$ cat src/design/cpu_map_pkg.sv
// Constants for the CPU register set and internal memory map.
// Assumes a single core clock and a synchronous active-low core reset.
package cpu_map_pkg;

  // ----------------------------------------
  // Memory sizes and regions
  // ----------------------------------------
  localparam int RAM_DEPTH = 256;
  localparam logic [7:0] BIT_RAM_BASE = 8'h20;
  localparam logic [7:0] RAM_BYTE_MASK = 8'hff;

  // ----------------------------------------
  // Special register addresses (direct addressing, 80h and up)
  // ----------------------------------------
  localparam logic [7:0] ADDR_ACCUMULATOR = 8'he0;
  localparam logic [7:0] ADDR_MUL_DIV_PARTNER = 8'hf0;
  localparam logic [7:0] ADDR_CPU_STATUS_WORD = 8'hd0;
  localparam logic [7:0] ADDR_STACK_POINTER = 8'h81;
  localparam logic [7:0] ADDR_POINTER_LOW_BYTE = 8'h82;
  localparam logic [7:0] ADDR_POINTER_HIGH_BYTE = 8'h83;
  localparam logic [7:0] ADDR_MEM_PAGE = 8'h84;

  // ----------------------------------------
  // Status word bit positions
  // ----------------------------------------
  localparam int CARRY_FLAG = 7;
  localparam int HALF_CARRY_FLAG = 6;
  localparam int USER_FLAG0 = 5;
  localparam int BANK_SELECT_HIGH = 4;
  localparam int BANK_SELECT_LOW = 3;
  localparam int SIGNED_WRAP_FLAG = 2;
  localparam int USER_FLAG1 = 1;
  localparam int PARITY_FLAG = 0;

  // ----------------------------------------
  // Reset values and vectors
  // ----------------------------------------
  localparam logic [7:0] ACCUMULATOR_RESET = 8'h00;
  localparam logic [7:0] MUL_DIV_PARTNER_RESET = 8'h00;
  localparam logic [7:0] STACK_POINTER_RESET = 8'h07;
  localparam logic [7:1] CPU_STATUS_WORD_RESET = 7'h00;
  localparam logic [15:0] DATA_POINTER_RESET = 16'h0000;
  localparam logic [7:0] MEM_PAGE_RESET = 8'h00;
  localparam logic [15:0] FETCH_ADDR_RESET = 16'h0000;
  localparam logic [15:0] VECTOR_BASE = 16'h0003;

endpackage : cpu_map_pkg

$ cat src/design/ram_port_if.sv
// Single access port between the register map and the internal RAM.
// Assumes one access per cycle, read data combinational from the address.
`timescale 1ns/1ps
interface ram_port_if;
  logic [7:0] addr;
  logic [7:0] wdata;
  logic [7:0] wmask;
  logic wr;
  logic [7:0] rdata;
  modport user (output addr, output wdata, output wmask, output wr, input rdata);
  modport store (input addr, input wdata, input wmask, input wr, output rdata);
endinterface : ram_port_if

$ cat src/design/internal_ram.sv
// The 256-byte internal RAM, one bit lane per generate slice.
// Assumes the user side holds at most one access per cycle.
`timescale 1ns/1ps
module internal_ram (
  input wire logic clk,
  ram_port_if.store port
);

  // ----------------------------------------
  // Bit lanes
  // ----------------------------------------
  // Per-lane storage lets a single bit be written without read-modify-write
  for (genvar i = 0; i < 8; i++) begin : g_lane
    logic [cpu_map_pkg::RAM_DEPTH-1:0] lane;
    always_ff @(posedge clk) begin
      if (port.wr && port.wmask[i]) begin
        lane[port.addr] <= port.wdata[i];
      end
    end
    assign port.rdata[i] = lane[port.addr];
  end

endmodule : internal_ram

$ cat src/design/cpu_register_memory_map.sv
// Architectural registers and internal memory map of the CPU core.
// Assumes the execution unit raises at most one access group per cycle.
//
// Summary of operation
// - Separate program and data spaces; flash read-only except during update.
// - Page register extends the 64K address.
// - Stack pointer pre-increments on push; grows upward.
// - Stack pointer resets to 07h.
// - Program counter is two bytes, next fetch.
// - Fetch address zero after reset.
// - Interrupt vectors at 0003h, eight bytes apart.
// - Status word bank bits pick register bank.
// - Bytes 20h-2Fh hold 128 addressable bits.
// - 256-byte internal RAM also holds stack.
// - Special registers 80h-FFh reached directly only.
// - Special registers ending 0h/8h bit-addressable.
// - Carry captures ALU carry, shifts, rotates.
// - Half carry from bit 3 or 4.
// - Signed wrap flag on signed overflow.
// - Parity keeps accumulator ones count even.
// - Accumulator and partner form 16-bit pair.
// - Data pointer is 16 bits, external address.
`timescale 1ns/1ps
module cpu_register_memory_map (
  input wire logic SYS_CLK,
  input wire logic RST_B,
  input wire logic [7:0] DIR_ADDR,
  input wire logic DIR_RD,
  input wire logic DIR_WR,
  input wire logic [7:0] DIR_WDATA,
  input wire logic [7:0] IND_ADDR,
  input wire logic IND_RD,
  input wire logic IND_WR,
  input wire logic [7:0] IND_WDATA,
  input wire logic [2:0] REG_SEL,
  input wire logic REG_RD,
  input wire logic REG_WR,
  input wire logic [7:0] REG_WDATA,
  input wire logic [7:0] BIT_ADDR,
  input wire logic BIT_RD,
  input wire logic BIT_WR,
  input wire logic BIT_WDATA,
  input wire logic PUSH,
  input wire logic [7:0] PUSH_DATA,
  input wire logic POP,
  input wire logic ACC_WR,
  input wire logic [7:0] ACC_WDATA,
  input wire logic PAIR_WR,
  input wire logic [15:0] PAIR_WDATA,
  input wire logic [2:0] FLAG_WR,
  input wire logic [2:0] FLAG_IN,
  input wire logic PC_INC,
  input wire logic PC_LOAD,
  input wire logic [15:0] PC_LOAD_VALUE,
  input wire logic VECTOR_TAKE,
  input wire logic [2:0] VECTOR_NUM,
  input wire logic PTR_INC,
  input wire logic PTR_LOAD,
  input wire logic [15:0] PTR_LOAD_VALUE,
  input wire logic FLASH_WR_REQ,
  input wire logic FLASH_UPDATE,
  output logic [7:0] RD_DATA,
  output logic RD_VALID,
  output logic [15:0] FETCH_ADDR,
  output logic [7:0] MEM_PAGE,
  output logic [7:0] ACCUMULATOR,
  output logic [7:0] MUL_DIV_PARTNER,
  output logic [7:0] STACK_POINTER,
  output logic [7:0] CPU_STATUS_WORD,
  output logic [15:0] DATA_POINTER,
  output logic FLASH_WR_EN
);

  // ----------------------------------------
  // Helpers
  // ----------------------------------------
  function automatic logic [7:0] bit_byte_addr(input logic [7:0] ba);
    logic [7:0] r;
    if (ba[7]) begin
      r = {ba[7:3], 3'b000};
    end else begin
      r = cpu_map_pkg::BIT_RAM_BASE | {4'h0, ba[6:3]};
    end
    return r;
  endfunction : bit_byte_addr

  function automatic logic [7:0] bit_mask(input logic [7:0] ba);
    return 8'h01 << ba[2:0];
  endfunction : bit_mask

  function automatic logic [7:0] merge(input logic [7:0] old, input logic [7:0] data,
                                       input logic [7:0] mask);
    return (old & ~mask) | (data & mask);
  endfunction : merge

  // ----------------------------------------
  // State
  // ----------------------------------------
  logic [7:0] accumulator;
  logic [7:0] mul_div_partner;
  logic [7:0] stack_pointer;
  logic [7:1] cpu_status_word;
  logic parity_flag;
  logic [7:0] pointer_high_byte;
  logic [7:0] pointer_low_byte;
  logic [7:0] fetch_addr_high;
  logic [7:0] fetch_addr_low;
  logic [7:0] mem_page;
  logic [7:0] next_acc;
  logic [1:0] bank;

  // ----------------------------------------
  // Access arbitration
  // ----------------------------------------
  // Fixed priority guards the single RAM port if the core overlaps requests
  logic op_push, op_pop, op_reg, op_ind, op_dir, op_bit;
  assign op_push = PUSH;
  assign op_pop = POP && !op_push;
  assign op_reg = (REG_RD || REG_WR) && !PUSH && !POP;
  assign op_ind = (IND_RD || IND_WR) && !PUSH && !POP && !op_reg;
  assign op_dir = (DIR_RD || DIR_WR) && !PUSH && !POP && !op_reg && !op_ind;
  assign op_bit = (BIT_RD || BIT_WR) && !PUSH && !POP && !op_reg && !op_ind && !op_dir;

  assign bank = {cpu_status_word[cpu_map_pkg::BANK_SELECT_HIGH],
                 cpu_status_word[cpu_map_pkg::BANK_SELECT_LOW]};

  logic [7:0] bit_byte;
  logic [7:0] bmask;
  assign bit_byte = bit_byte_addr(BIT_ADDR);
  assign bmask = bit_mask(BIT_ADDR);

  // ----------------------------------------
  // RAM port
  // ----------------------------------------
  ram_port_if ram ();

  internal_ram u_ram (
    .clk(SYS_CLK),
    .port(ram)
  );

  always_comb begin
    ram.addr = 8'h00;
    ram.wdata = 8'h00;
    ram.wmask = cpu_map_pkg::RAM_BYTE_MASK;
    ram.wr = 1'b0;
    if (op_push) begin
      ram.addr = stack_pointer + 8'h01;
      ram.wdata = PUSH_DATA;
      ram.wr = 1'b1;
    end else if (op_pop) begin
      ram.addr = stack_pointer;
    end else if (op_reg) begin
      ram.addr = {3'b000, bank, REG_SEL};
      ram.wdata = REG_WDATA;
      ram.wr = REG_WR;
    end else if (op_ind) begin
      ram.addr = IND_ADDR;
      ram.wdata = IND_WDATA;
      ram.wr = IND_WR;
    end else if (op_dir && !DIR_ADDR[7]) begin
      ram.addr = DIR_ADDR;
      ram.wdata = DIR_WDATA;
      ram.wr = DIR_WR;
    end else if (op_bit && !BIT_ADDR[7]) begin
      ram.addr = bit_byte;
      ram.wdata = {8{BIT_WDATA}};
      ram.wmask = bmask;
      ram.wr = BIT_WR;
    end
  end

  // ----------------------------------------
  // Special register access
  // ----------------------------------------
  // Only direct and bit operations reach this space, never indirect ones
  logic spc_wr;
  logic [7:0] spc_addr;
  logic [7:0] spc_wdata;
  logic [7:0] spc_wmask;
  logic [7:0] spc_rdata;

  always_comb begin
    spc_wr = 1'b0;
    spc_addr = bit_byte;
    spc_wdata = {8{BIT_WDATA}};
    spc_wmask = bmask;
    if (op_dir && DIR_ADDR[7]) begin
      spc_wr = DIR_WR;
      spc_addr = DIR_ADDR;
      spc_wdata = DIR_WDATA;
      spc_wmask = cpu_map_pkg::RAM_BYTE_MASK;
    end else if (op_bit && BIT_ADDR[7]) begin
      spc_wr = BIT_WR;
    end
  end

  always_comb begin
    unique case (spc_addr)
      cpu_map_pkg::ADDR_ACCUMULATOR: spc_rdata = accumulator;
      cpu_map_pkg::ADDR_MUL_DIV_PARTNER: spc_rdata = mul_div_partner;
      cpu_map_pkg::ADDR_CPU_STATUS_WORD: spc_rdata = {cpu_status_word, parity_flag};
      cpu_map_pkg::ADDR_STACK_POINTER: spc_rdata = stack_pointer;
      cpu_map_pkg::ADDR_POINTER_LOW_BYTE: spc_rdata = pointer_low_byte;
      cpu_map_pkg::ADDR_POINTER_HIGH_BYTE: spc_rdata = pointer_high_byte;
      cpu_map_pkg::ADDR_MEM_PAGE: spc_rdata = mem_page;
      default: spc_rdata = 8'h00;
    endcase
  end

  logic wr_acc, wr_partner, wr_status, wr_stack, wr_ptr_low, wr_ptr_high, wr_page;
  assign wr_acc = spc_wr && (spc_addr == cpu_map_pkg::ADDR_ACCUMULATOR);
  assign wr_partner = spc_wr && (spc_addr == cpu_map_pkg::ADDR_MUL_DIV_PARTNER);
  assign wr_status = spc_wr && (spc_addr == cpu_map_pkg::ADDR_CPU_STATUS_WORD);
  assign wr_stack = spc_wr && (spc_addr == cpu_map_pkg::ADDR_STACK_POINTER);
  assign wr_ptr_low = spc_wr && (spc_addr == cpu_map_pkg::ADDR_POINTER_LOW_BYTE);
  assign wr_ptr_high = spc_wr && (spc_addr == cpu_map_pkg::ADDR_POINTER_HIGH_BYTE);
  assign wr_page = spc_wr && (spc_addr == cpu_map_pkg::ADDR_MEM_PAGE);

  // ----------------------------------------
  // Read return
  // ----------------------------------------
  always_ff @(posedge SYS_CLK) begin
    if (!RST_B) begin
      RD_DATA <= 8'h00;
      RD_VALID <= 1'b0;
    end else begin
      RD_VALID <= op_pop || (op_reg && REG_RD) || (op_ind && IND_RD) ||
                  (op_dir && DIR_RD) || (op_bit && BIT_RD);
      if (op_dir && DIR_ADDR[7]) begin
        RD_DATA <= spc_rdata;
      end else if (op_bit) begin
        RD_DATA <= {7'h00, |((BIT_ADDR[7] ? spc_rdata : ram.rdata) & bmask)};
      end else begin
        RD_DATA <= ram.rdata;
      end
    end
  end

  // ----------------------------------------
  // Accumulator, partner and parity
  // ----------------------------------------
  always_comb begin
    next_acc = accumulator;
    if (PAIR_WR) begin
      next_acc = PAIR_WDATA[7:0];
    end else if (ACC_WR) begin
      next_acc = ACC_WDATA;
    end else if (wr_acc) begin
      next_acc = merge(accumulator, spc_wdata, spc_wmask);
    end
  end

  always_ff @(posedge SYS_CLK) begin
    if (!RST_B) begin
      accumulator <= cpu_map_pkg::ACCUMULATOR_RESET;
      parity_flag <= 1'b0;
    end else begin
      accumulator <= next_acc;
      parity_flag <= ^next_acc;
    end
  end

  always_ff @(posedge SYS_CLK) begin
    if (!RST_B) begin
      mul_div_partner <= cpu_map_pkg::MUL_DIV_PARTNER_RESET;
    end else if (PAIR_WR) begin
      mul_div_partner <= PAIR_WDATA[15:8];
    end else if (wr_partner) begin
      mul_div_partner <= merge(mul_div_partner, spc_wdata, spc_wmask);
    end
  end

  // ----------------------------------------
  // Stack pointer
  // ----------------------------------------
  always_ff @(posedge SYS_CLK) begin
    if (!RST_B) begin
      stack_pointer <= cpu_map_pkg::STACK_POINTER_RESET;
    end else if (op_push) begin
      stack_pointer <= stack_pointer + 8'h01;
    end else if (op_pop) begin
      stack_pointer <= stack_pointer - 8'h01;
    end else if (wr_stack) begin
      stack_pointer <= merge(stack_pointer, spc_wdata, spc_wmask);
    end
  end

  // ----------------------------------------
  // Status word
  // ----------------------------------------
  // ALU flag results win over a software write in the same cycle
  logic [7:0] status_merged;
  assign status_merged = merge({cpu_status_word, parity_flag}, spc_wdata, spc_wmask);

  always_ff @(posedge SYS_CLK) begin
    if (!RST_B) begin
      cpu_status_word <= cpu_map_pkg::CPU_STATUS_WORD_RESET;
    end else begin
      if (wr_status) begin
        cpu_status_word <= status_merged[7:1];
      end
      if (FLAG_WR[2]) begin
        cpu_status_word[cpu_map_pkg::CARRY_FLAG] <= FLAG_IN[2];
      end
      if (FLAG_WR[1]) begin
        cpu_status_word[cpu_map_pkg::HALF_CARRY_FLAG] <= FLAG_IN[1];
      end
      if (FLAG_WR[0]) begin
        cpu_status_word[cpu_map_pkg::SIGNED_WRAP_FLAG] <= FLAG_IN[0];
      end
    end
  end

  // ----------------------------------------
  // Data pointer and page
  // ----------------------------------------
  always_ff @(posedge SYS_CLK) begin
    if (!RST_B) begin
      {pointer_high_byte, pointer_low_byte} <= cpu_map_pkg::DATA_POINTER_RESET;
    end else if (PTR_LOAD) begin
      {pointer_high_byte, pointer_low_byte} <= PTR_LOAD_VALUE;
    end else if (PTR_INC) begin
      {pointer_high_byte, pointer_low_byte} <= {pointer_high_byte, pointer_low_byte} + 16'h0001;
    end else if (wr_ptr_low) begin
      pointer_low_byte <= merge(pointer_low_byte, spc_wdata, spc_wmask);
    end else if (wr_ptr_high) begin
      pointer_high_byte <= merge(pointer_high_byte, spc_wdata, spc_wmask);
    end
  end

  always_ff @(posedge SYS_CLK) begin
    if (!RST_B) begin
      mem_page <= cpu_map_pkg::MEM_PAGE_RESET;
    end else if (wr_page) begin
      mem_page <= merge(mem_page, spc_wdata, spc_wmask);
    end
  end

  // ----------------------------------------
  // Fetch address
  // ----------------------------------------
  always_ff @(posedge SYS_CLK) begin
    if (!RST_B) begin
      {fetch_addr_high, fetch_addr_low} <= cpu_map_pkg::FETCH_ADDR_RESET;
    end else if (VECTOR_TAKE) begin
      {fetch_addr_high, fetch_addr_low} <= cpu_map_pkg::VECTOR_BASE +
                                           {10'h000, VECTOR_NUM, 3'b000};
    end else if (PC_LOAD) begin
      {fetch_addr_high, fetch_addr_low} <= PC_LOAD_VALUE;
    end else if (PC_INC) begin
      {fetch_addr_high, fetch_addr_low} <= {fetch_addr_high, fetch_addr_low} + 16'h0001;
    end
  end

  // ----------------------------------------
  // Flash write guard
  // ----------------------------------------
  // Program space stays read-only unless an update is in progress
  always_ff @(posedge SYS_CLK) begin
    if (!RST_B) begin
      FLASH_WR_EN <= 1'b0;
    end else begin
      FLASH_WR_EN <= FLASH_WR_REQ && FLASH_UPDATE;
    end
  end

  // ----------------------------------------
  // Outputs
  // ----------------------------------------
  assign FETCH_ADDR = {fetch_addr_high, fetch_addr_low};
  assign MEM_PAGE = mem_page;
  assign ACCUMULATOR = accumulator;
  assign MUL_DIV_PARTNER = mul_div_partner;
  assign STACK_POINTER = stack_pointer;
  assign CPU_STATUS_WORD = {cpu_status_word, parity_flag};
  assign DATA_POINTER = {pointer_high_byte, pointer_low_byte};

endmodule : cpu_register_memory_map

$ cat config.mk
export PLATFORM = sky130hd
export DESIGN_NAME = cpu_register_memory_map
export DESIGN_NICKNAME = d
export VERILOG_FILES = /design/src/design/cpu_map_pkg.sv /design/src/design/ram_port_if.sv /design/src/design/internal_ram.sv /design/src/design/cpu_register_memory_map.sv
export SDC_FILE = /design/constraint.sdc
export NUM_CORES = 2
export LEC_CHECK = 0
export ABC_CLOCK_PERIOD_IN_PS = 20700
export BUFFER_PORTS_ARGS = -buffer_cell sky130_fd_sc_hd__buf_2
export CORE_ASPECT_RATIO = 0.8
export CORE_MARGIN = 2
export CORE_UTILIZATION = 40
export CTS_BUF_LIST = sky130_fd_sc_hd__clkbuf_4 sky130_fd_sc_hd__clkbuf_8 sky130_fd_sc_hd__clkbuf_16
export CTS_CLUSTER_SIZE = 30
export DETAILED_ROUTE_END_ITERATION = 16
export SYNTH_ARGS = -nofsm -noshare
export SYNTH_HDL_FRONTEND = slang
export SYNTH_SLANG_ARGS = --single-unit
export TNS_END_PERCENT = 30
$ cat constraint.sdc
create_clock -name SYS_CLK -period 20.7 [get_ports SYS_CLK]
set_input_delay 3.105 -clock SYS_CLK [delete_from_list [all_inputs] [get_ports SYS_CLK]]
set_output_delay 3.105 -clock SYS_CLK [all_outputs]
set_load 0.02 [all_outputs]
* Yosys cells after proc, flatten, opt, wreduce, memory -nomap -nowiden
Index checks and enable logic that the tools add are counted.
** Cells by class
- Add/sub/neg operators :: 5
- Magnitude comparators :: 2
- Equality and inequality tests :: 8
- Shifts and indexed selects :: 1
- Mux-type cells :: 85
- Bitwise operators :: 17
- Reductions and logical operators :: 66
** Operators with widths (count)
- $bwmux W256 :: 8
- $mux W8 :: 46
- $and A8 B8 Y8 :: 9
- $bmux W1 S8 :: 8
- $eq A8 B8 Y1 const B :: 7
- $or A8 B8 Y8 :: 7
- $pmux W8 S7 :: 1
- $logic_and A1 B1 Y1 :: 40
- $add A16 B1 Y16 const B :: 2
- $mux W1 :: 20
- $reduce_bool A3 Y1 :: 4
- $lt A8 B9 Y1 const B :: 1
- $add A8 B1 Y8 const B :: 1
- $demux W1 S8 :: 1
- $ge A8 B1 Y1 const B :: 1
- $logic_or A1 B1 Y1 :: 8
- $not A8 Y8 :: 1
- $reduce_bool A2 Y1 :: 4
- $reduce_or A8 Y1 :: 1
- $reduce_xor A8 Y1 :: 1
- $shl A1 B3 Y8 const A :: 1
- $sub A8 B1 Y8 const B :: 1
- $add A2 B6 Y7 const A :: 1
- $logic_not A1 Y1 :: 7
- other kinds (3) :: 3
** Word-level totals
- Register bits after elaboration :: 2130
- Input bits :: 146
- Output and inout port bits :: 82
- Logic and storage cells :: 208

* Longest topological paths before layout
- Word-level depth :: 23
- Gate-level depth with buffers :: 20
- Depth with buffers taken out :: 15

* Cells and area by module
A second synthesis with hierarchy kept.
** Second synthesis, totals
- Cell total of the unflattened synthesis :: 6684
- Area, all modules :: 93180.6 um^2
** By module, submodules not included
- internal_ram :: times used 1, cells an instance 5799, area an instance 86744.4 um^2, sequential area each 61499.0 um^2
- cpu_register_memory_map :: times used 1, cells an instance 885, area an instance 6436.2 um^2, sequential area each 1641.6 um^2

* Worst setup path before layout
Ideal clock, no wire load.
- Path type :: in2reg
- Start point :: in PUSH
- End point :: reg u_ram.g_lane[0].lane[0] in the netlist's numbering (data pin)
- Library setup time :: 2.232 ns
- Arrival time :: 15.152 ns
- Required time :: 18.468 ns
- Slack :: 3.317 ns
- Stages :: 6
- Buffers on the path :: 1
- Path through :: buf_2 or4_4 nor4_2 a21o_1 a221oi_1 o31ai_1
** Between the ends
- Elaborated cells between the ends (all ways) :: 39
- Those cells by class :: order compare (2); mux (15); reduce/logical (22)
** RTL lines
- from (decl) :: RTL line cpu_register_memory_map.sv:43 : input wire logic PUSH,
- $logic_not A1 Y1
- $logic_and A1 B1 Y1 (2 in a row) :: RTL line cpu_register_memory_map.sv:119 : assign op_reg = (REG_RD || REG_WR) && !PUSH && !POP;
- $logic_not A1 Y1 :: RTL line cpu_register_memory_map.sv:120, cpu_register_memory_map.sv:121, cpu_register_memory_map.sv:122
- $logic_and A1 B1 Y1 :: RTL line cpu_register_memory_map.sv:120 : assign op_ind = (IND_RD || IND_WR) && !PUSH && !POP && !op_reg;
- $logic_not A1 Y1 :: RTL line cpu_register_memory_map.sv:121, cpu_register_memory_map.sv:122
- $logic_and A1 B1 Y1 :: RTL line cpu_register_memory_map.sv:121 : assign op_dir = (DIR_RD || DIR_WR) && !PUSH && !POP && !op_reg && !op_ind;
- $logic_not A1 Y1 :: RTL line cpu_register_memory_map.sv:122 : assign op_bit = (BIT_RD || BIT_WR) && !PUSH && !POP && !op_reg && !op_ind && !op_dir;
- $logic_and A1 B1 Y1 :: RTL line cpu_register_memory_map.sv:122
- $logic_and A1 B1 Y1 :: RTL line cpu_register_memory_map.sv:165 : end else if (op_bit && !BIT_ADDR[7]) begin
- $mux W8 :: RTL line cpu_register_memory_map.sv:165
- $mux W8 :: RTL line cpu_register_memory_map.sv:161 : end else if (op_dir && !DIR_ADDR[7]) begin
- $mux W8 :: RTL line cpu_register_memory_map.sv:157 : end else if (op_ind) begin
- $mux W8 :: RTL line cpu_register_memory_map.sv:153 : end else if (op_reg) begin
- $mux W8 :: RTL line cpu_register_memory_map.sv:151 : end else if (op_pop) begin
- $mux W8 * :: RTL line cpu_register_memory_map.sv:147 : if (op_push) begin
- named net ram.wdata[0] :: RTL line ram_port_if.sv:6 : logic [7:0] wdata;
- $bwmux W256 * :: RTL line internal_ram.sv:17 : lane[port.addr] <= port.wdata[i];
- to (signal, indexed assignment) :: RTL line internal_ram.sv:17
- to (decl) :: RTL line internal_ram.sv:14 : logic [cpu_map_pkg::RAM_DEPTH-1:0] lane;
Mark *: on every way through the listed nets, which the timed path passes. The rest lies on a longest branch.
A chain may end at the register's enable or synchronous reset.

* Final worst setup path
- Start point :: in POP
- End point :: reg RD_DATA[0]
** Between the ends
- Longest elaborated chain between the ends :: 22
- Elaborated cells between the ends (all ways) :: 54
- Those cells by class :: eq/ne (7); mux (27); bitwise (1); reduce/logical (19)
** RTL lines
- from (decl) :: RTL line cpu_register_memory_map.sv:45 : input wire logic POP,
- $logic_not A1 Y1
- $logic_and A1 B1 Y1 :: RTL line cpu_register_memory_map.sv:119
- $logic_not A1 Y1 :: RTL line cpu_register_memory_map.sv:120, cpu_register_memory_map.sv:121, cpu_register_memory_map.sv:122
- $logic_and A1 B1 Y1 :: RTL line cpu_register_memory_map.sv:120
- $logic_not A1 Y1 :: RTL line cpu_register_memory_map.sv:121, cpu_register_memory_map.sv:122
- $logic_and A1 B1 Y1 :: RTL line cpu_register_memory_map.sv:121
- $logic_not A1 Y1 :: RTL line cpu_register_memory_map.sv:122
- $logic_and A1 B1 Y1 :: RTL line cpu_register_memory_map.sv:122
- [... 6 more ...]
- $mux W8 :: RTL line cpu_register_memory_map.sv:147
- $bmux W1 S8 :: RTL line internal_ram.sv:20 : assign port.rdata[i] = lane[port.addr];
- $mux W1 (not written as such) :: RTL line internal_ram.sv:20
- $mux W8 :: RTL line cpu_register_memory_map.sv:233 : RD_DATA <= {7'h00, |((BIT_ADDR[7] ? spc_rdata : ram.rdata) & bmask)};
- $and A8 B8 Y8 :: RTL line cpu_register_memory_map.sv:233
- $reduce_or A8 Y1 :: RTL line cpu_register_memory_map.sv:233
- $mux W8 :: RTL line cpu_register_memory_map.sv:232 : end else if (op_bit) begin
- $mux W8 * :: RTL line cpu_register_memory_map.sv:230 : if (op_dir && DIR_ADDR[7]) begin
- to (signal assigned) :: RTL line cpu_register_memory_map.sv:231 : RD_DATA <= spc_rdata;
- to (signal assigned) :: RTL line cpu_register_memory_map.sv:233
- to (signal assigned) :: RTL line cpu_register_memory_map.sv:235 : RD_DATA <= ram.rdata;
- to (decl) :: RTL line cpu_register_memory_map.sv:62 : output logic [7:0] RD_DATA,
Mark *: on every way between the ends. The rest lies on a longest branch, timed or not. The select of a mux whose other input is x is not followed.

==> flow_metrics.tcl <==
set metrics [dict create \
    vdd_drop_max_uv 69.86 \
    crit_chain "buf_2, nor4_2, and4_1, a221o_4, nand2_8, buf_4, buf_4, buf_4, a211oi_1, a31oi_1, o22ai_1, o21ai_0, nand3_1, a2111o_1, o221ai_1, o32ai_1, a21oi_1" \
    combPwrFrac_pct 15.7 \
    layout-drive-gt1-share_pct 10.07 \
    violations "capacitance limit, slew limit" \
    grt.total_usage_pct 29.00 \
    core.rowCount 160 \
    start_util_pct 40.26 \
    power_w 0.01027 \
    startpoint "POP" \
    rsz0062_at_grt "no" \
    chipHeight_um 441.6 \
    drc 0 \
    synth_warnings 0 \
    syn_area_um2 95740 \
    h-tree-depth 4 \
    status "finished, violations left" \
    ant_nets 0 \
    cpMaxStageDelayCell "a221o_4" \
    antenna_found_initial 28 \
    netlist.area_leader.share_pct 64.24 \
    setup_viol 0 \
    path_clk_slew_ns 0.06 \
    p_sw_w 0.003001 \
    seq_area_frac_synth_pct 65.95 \
    area_growth_pct 11.24 \
    worstPathRequired_ns 21.50 \
    cts_tree "done" \
    switching_share_pct 29.22 \
    maxSlewHeadroom_pct -6.617 \
    worst_path_most_repeated_cell "buf_4" \
    fin_tns_setup_ns 0 \
    overflow 0 \
    postSynthCellCount 8911 \
    cts_resized 0 \
    synth_edf_count 2048 \
    grt_pass1_wl_um 510300 \
    layout_commonest_cell "nor2_1" \
    layout_common_cells "2231 x nor2_1, 2048 x edfxtp_1, 1425 x nand2_1" \
    avgSynthCellArea_um2 10.74 \
    internal-power_w 0.007271 \
    grt_pass1_vias 68690 \
    final_nets 8872 \
    holdWs_ns 0.5044 \
    grt_start_max_net_pins 209 \
    clkPwrFrac_pct 37.5 \
    clk_latency_ns 0.88 \
    dieArea_um2 243300 \
    synth_area_leader_cell "edfxtp_1" \
    max_freq_mhz 96.84 \
    skew_ns 0.05099 \
    max_stage_delay_ns 0.77 \
    layout.cells.non_filler 12060 \
    ys_top_cells_by_area "edfxtp_1 64%, nor2_1 8.8%, nand2_1 5.7%, nand3_1 2.1%, clkbuf_1 2.1%" \
    slew_viol_final 14 \
    min_period_over_period_pct 49.88 \
    cp-start-kind "input port" \
    final_hold_viol_count 0 \
    drt_pass1_iterations 8 \
    vias_per_cell 6.262 \
    holdBufCountCts 0 \
    drt_iter0_drc 14180 \
    io_buffers 227 \
    ys_ff_latch 2130 \
    critical_path_class "input port to register" \
    tightest_slew_ns 1.593 \
    dp.cells 11670 \
    power_frac_seq_pct 46.8 \
    synthFlopType "edfxtp_1" \
    post_cts_buffers 0 \
    power.density_nw_per_um2 96.45 \
    vias 75510 \
    ys_types 89 \
    io_pins 228 \
    root_buffer "clkbuf_16" \
    async_flop_share_pct 0 \
    coreArea_um2 237800 \
    wl_per_cell_um 30.26 \
    gp_congestion 0.9348 \
    crit_path_end_kind "register" \
    hold_class "register to register" \
    numCtsBuffers 211 \
    period_needed_ns 10.33 \
    wl_um 364900 \
    cp.arrival_ns 11.13 \
    die_x_um 551.0 \
    synth_fp_nets 9061 \
    clk_path_buf_depth 4 \
    maxCapViolations 4 \
    power_leakage_nw 34.58 \
    critPathMaxFanout 115 \
    cts_sinks 2130 \
    fillers 22320 \
    hpwlAfterDp_um 208300 \
]
==> area by class of cell <==
| type | count | area (µm²) | area share (%) |
|---|---|---|---|
| antenna | 12 | 30.03 | 0.02820 |
| timing repair buffer | 449 | 2875 | 2.700 |
| multi-input combinational | 5913 | 29750 | 27.93 |
| clock buffer | 257 | 5643 | 5.298 |
| clock inverter | 121 | 1050 | 0.9857 |
| inverter | 17 | 63.81 | 0.05992 |
| tap | 3159 | 3953 | 3.711 |
| sequential | 2130 | 63140 | 59.29 |
==> Yosys cell counts, drive strengths merged (149+ instances only) <==
master and number:
nor2 2255, edfxtp 2048, nand2 1447, clkbuf 539, nand3 410, buf 312, a21oi 252, mux2i 187
a211oi 168, a31oi 166, and3 162, o21ai 149
==> worst max-delay path, delay by kind of cell <==
kind                   cells  cell delay [ns]
AOI/OAI and AO/OA          9             3.31
and+or+nand+nor            4             1.93
buffers and inverters      4             2.59
==> state kept, by name (all words and copies together) (netlist names), named ones only <==
signal / count
RD_VALID: 1
ACCUMULATOR: 8
FLASH_WR_EN: 1
fetch_addr_high: 8
u_ram.g_lane.lane: 2048
RD_DATA: 8
fetch_addr_low: 8
cpu_status_word: 3
parity_flag: 1
==> metrics by stage <==
stage | utilization [%] | setup WS [ns] | area (µm²)
floorplan | - | 3.317 | 95740
global placement | 41.95 | 10.01 | 99770
detailed placement | 41.95 | 9.928 | 99780
CTS | 44.77 | 10.84 | 106500
global route | 44.77 | 10.38 | 106500
finish | 44.78 | 10.37 | 106500
==> logic make-up (layout without fill, tap and decap cells) <==
family / after synthesis / in the layout / share of synthesized area, %
compound gates: 1223 / 1223 / 8.873
xor+xnor: 34 / 34 / 0.3110
fa+ha+maj: 4 / 4 / 0.05228
buf+inv: 868 / 844 / 3.787
flops: 2130 / 2130 / 65.95
mux: 191 / 191 / 2.014
other cells: 0 / 12 / 0
simple gates: 4461 / 4461 / 19.01
==> layer usage <==
layer / global-route usage (%) / vias up / share of wire [%]
met5: 0.4856 / - / 0.11
met1: 41.19 / 37830 / 39
met3: 8.861 / 809 / 15
met4: 10.60 / 34 / 4.1
met2: 41.65 / 5532 / 42
li1: - / 31310 / -
==> power groups by stage <==
stage / sequential, W / combinational [W] / clock, W
floorplan: 0.00495 / 0.000806 / 0
global placement: 0.00490 / 0.00153 / 0
detailed placement: 0.00490 / 0.00154 / 0
CTS: 0.00480 / 0.00155 / 0.00387
global route: 0.00480 / 0.00164 / 0.00403
finish: 0.00480 / 0.00161 / 0.00386
==> path summary, 6_finish.rpt <==
path                            slack (ns)  cells after the start                    end
worst max register to register       13.02                     17  RD_DATA[6]$_SDFF_PN0_
worst max-delay path                 10.37                     17  RD_DATA[0]$_SDFF_PN0_
worst min-delay path                  0.50                      2               register
worst min register to register        0.50                      2               register
(Power assumes the default switching activity.)
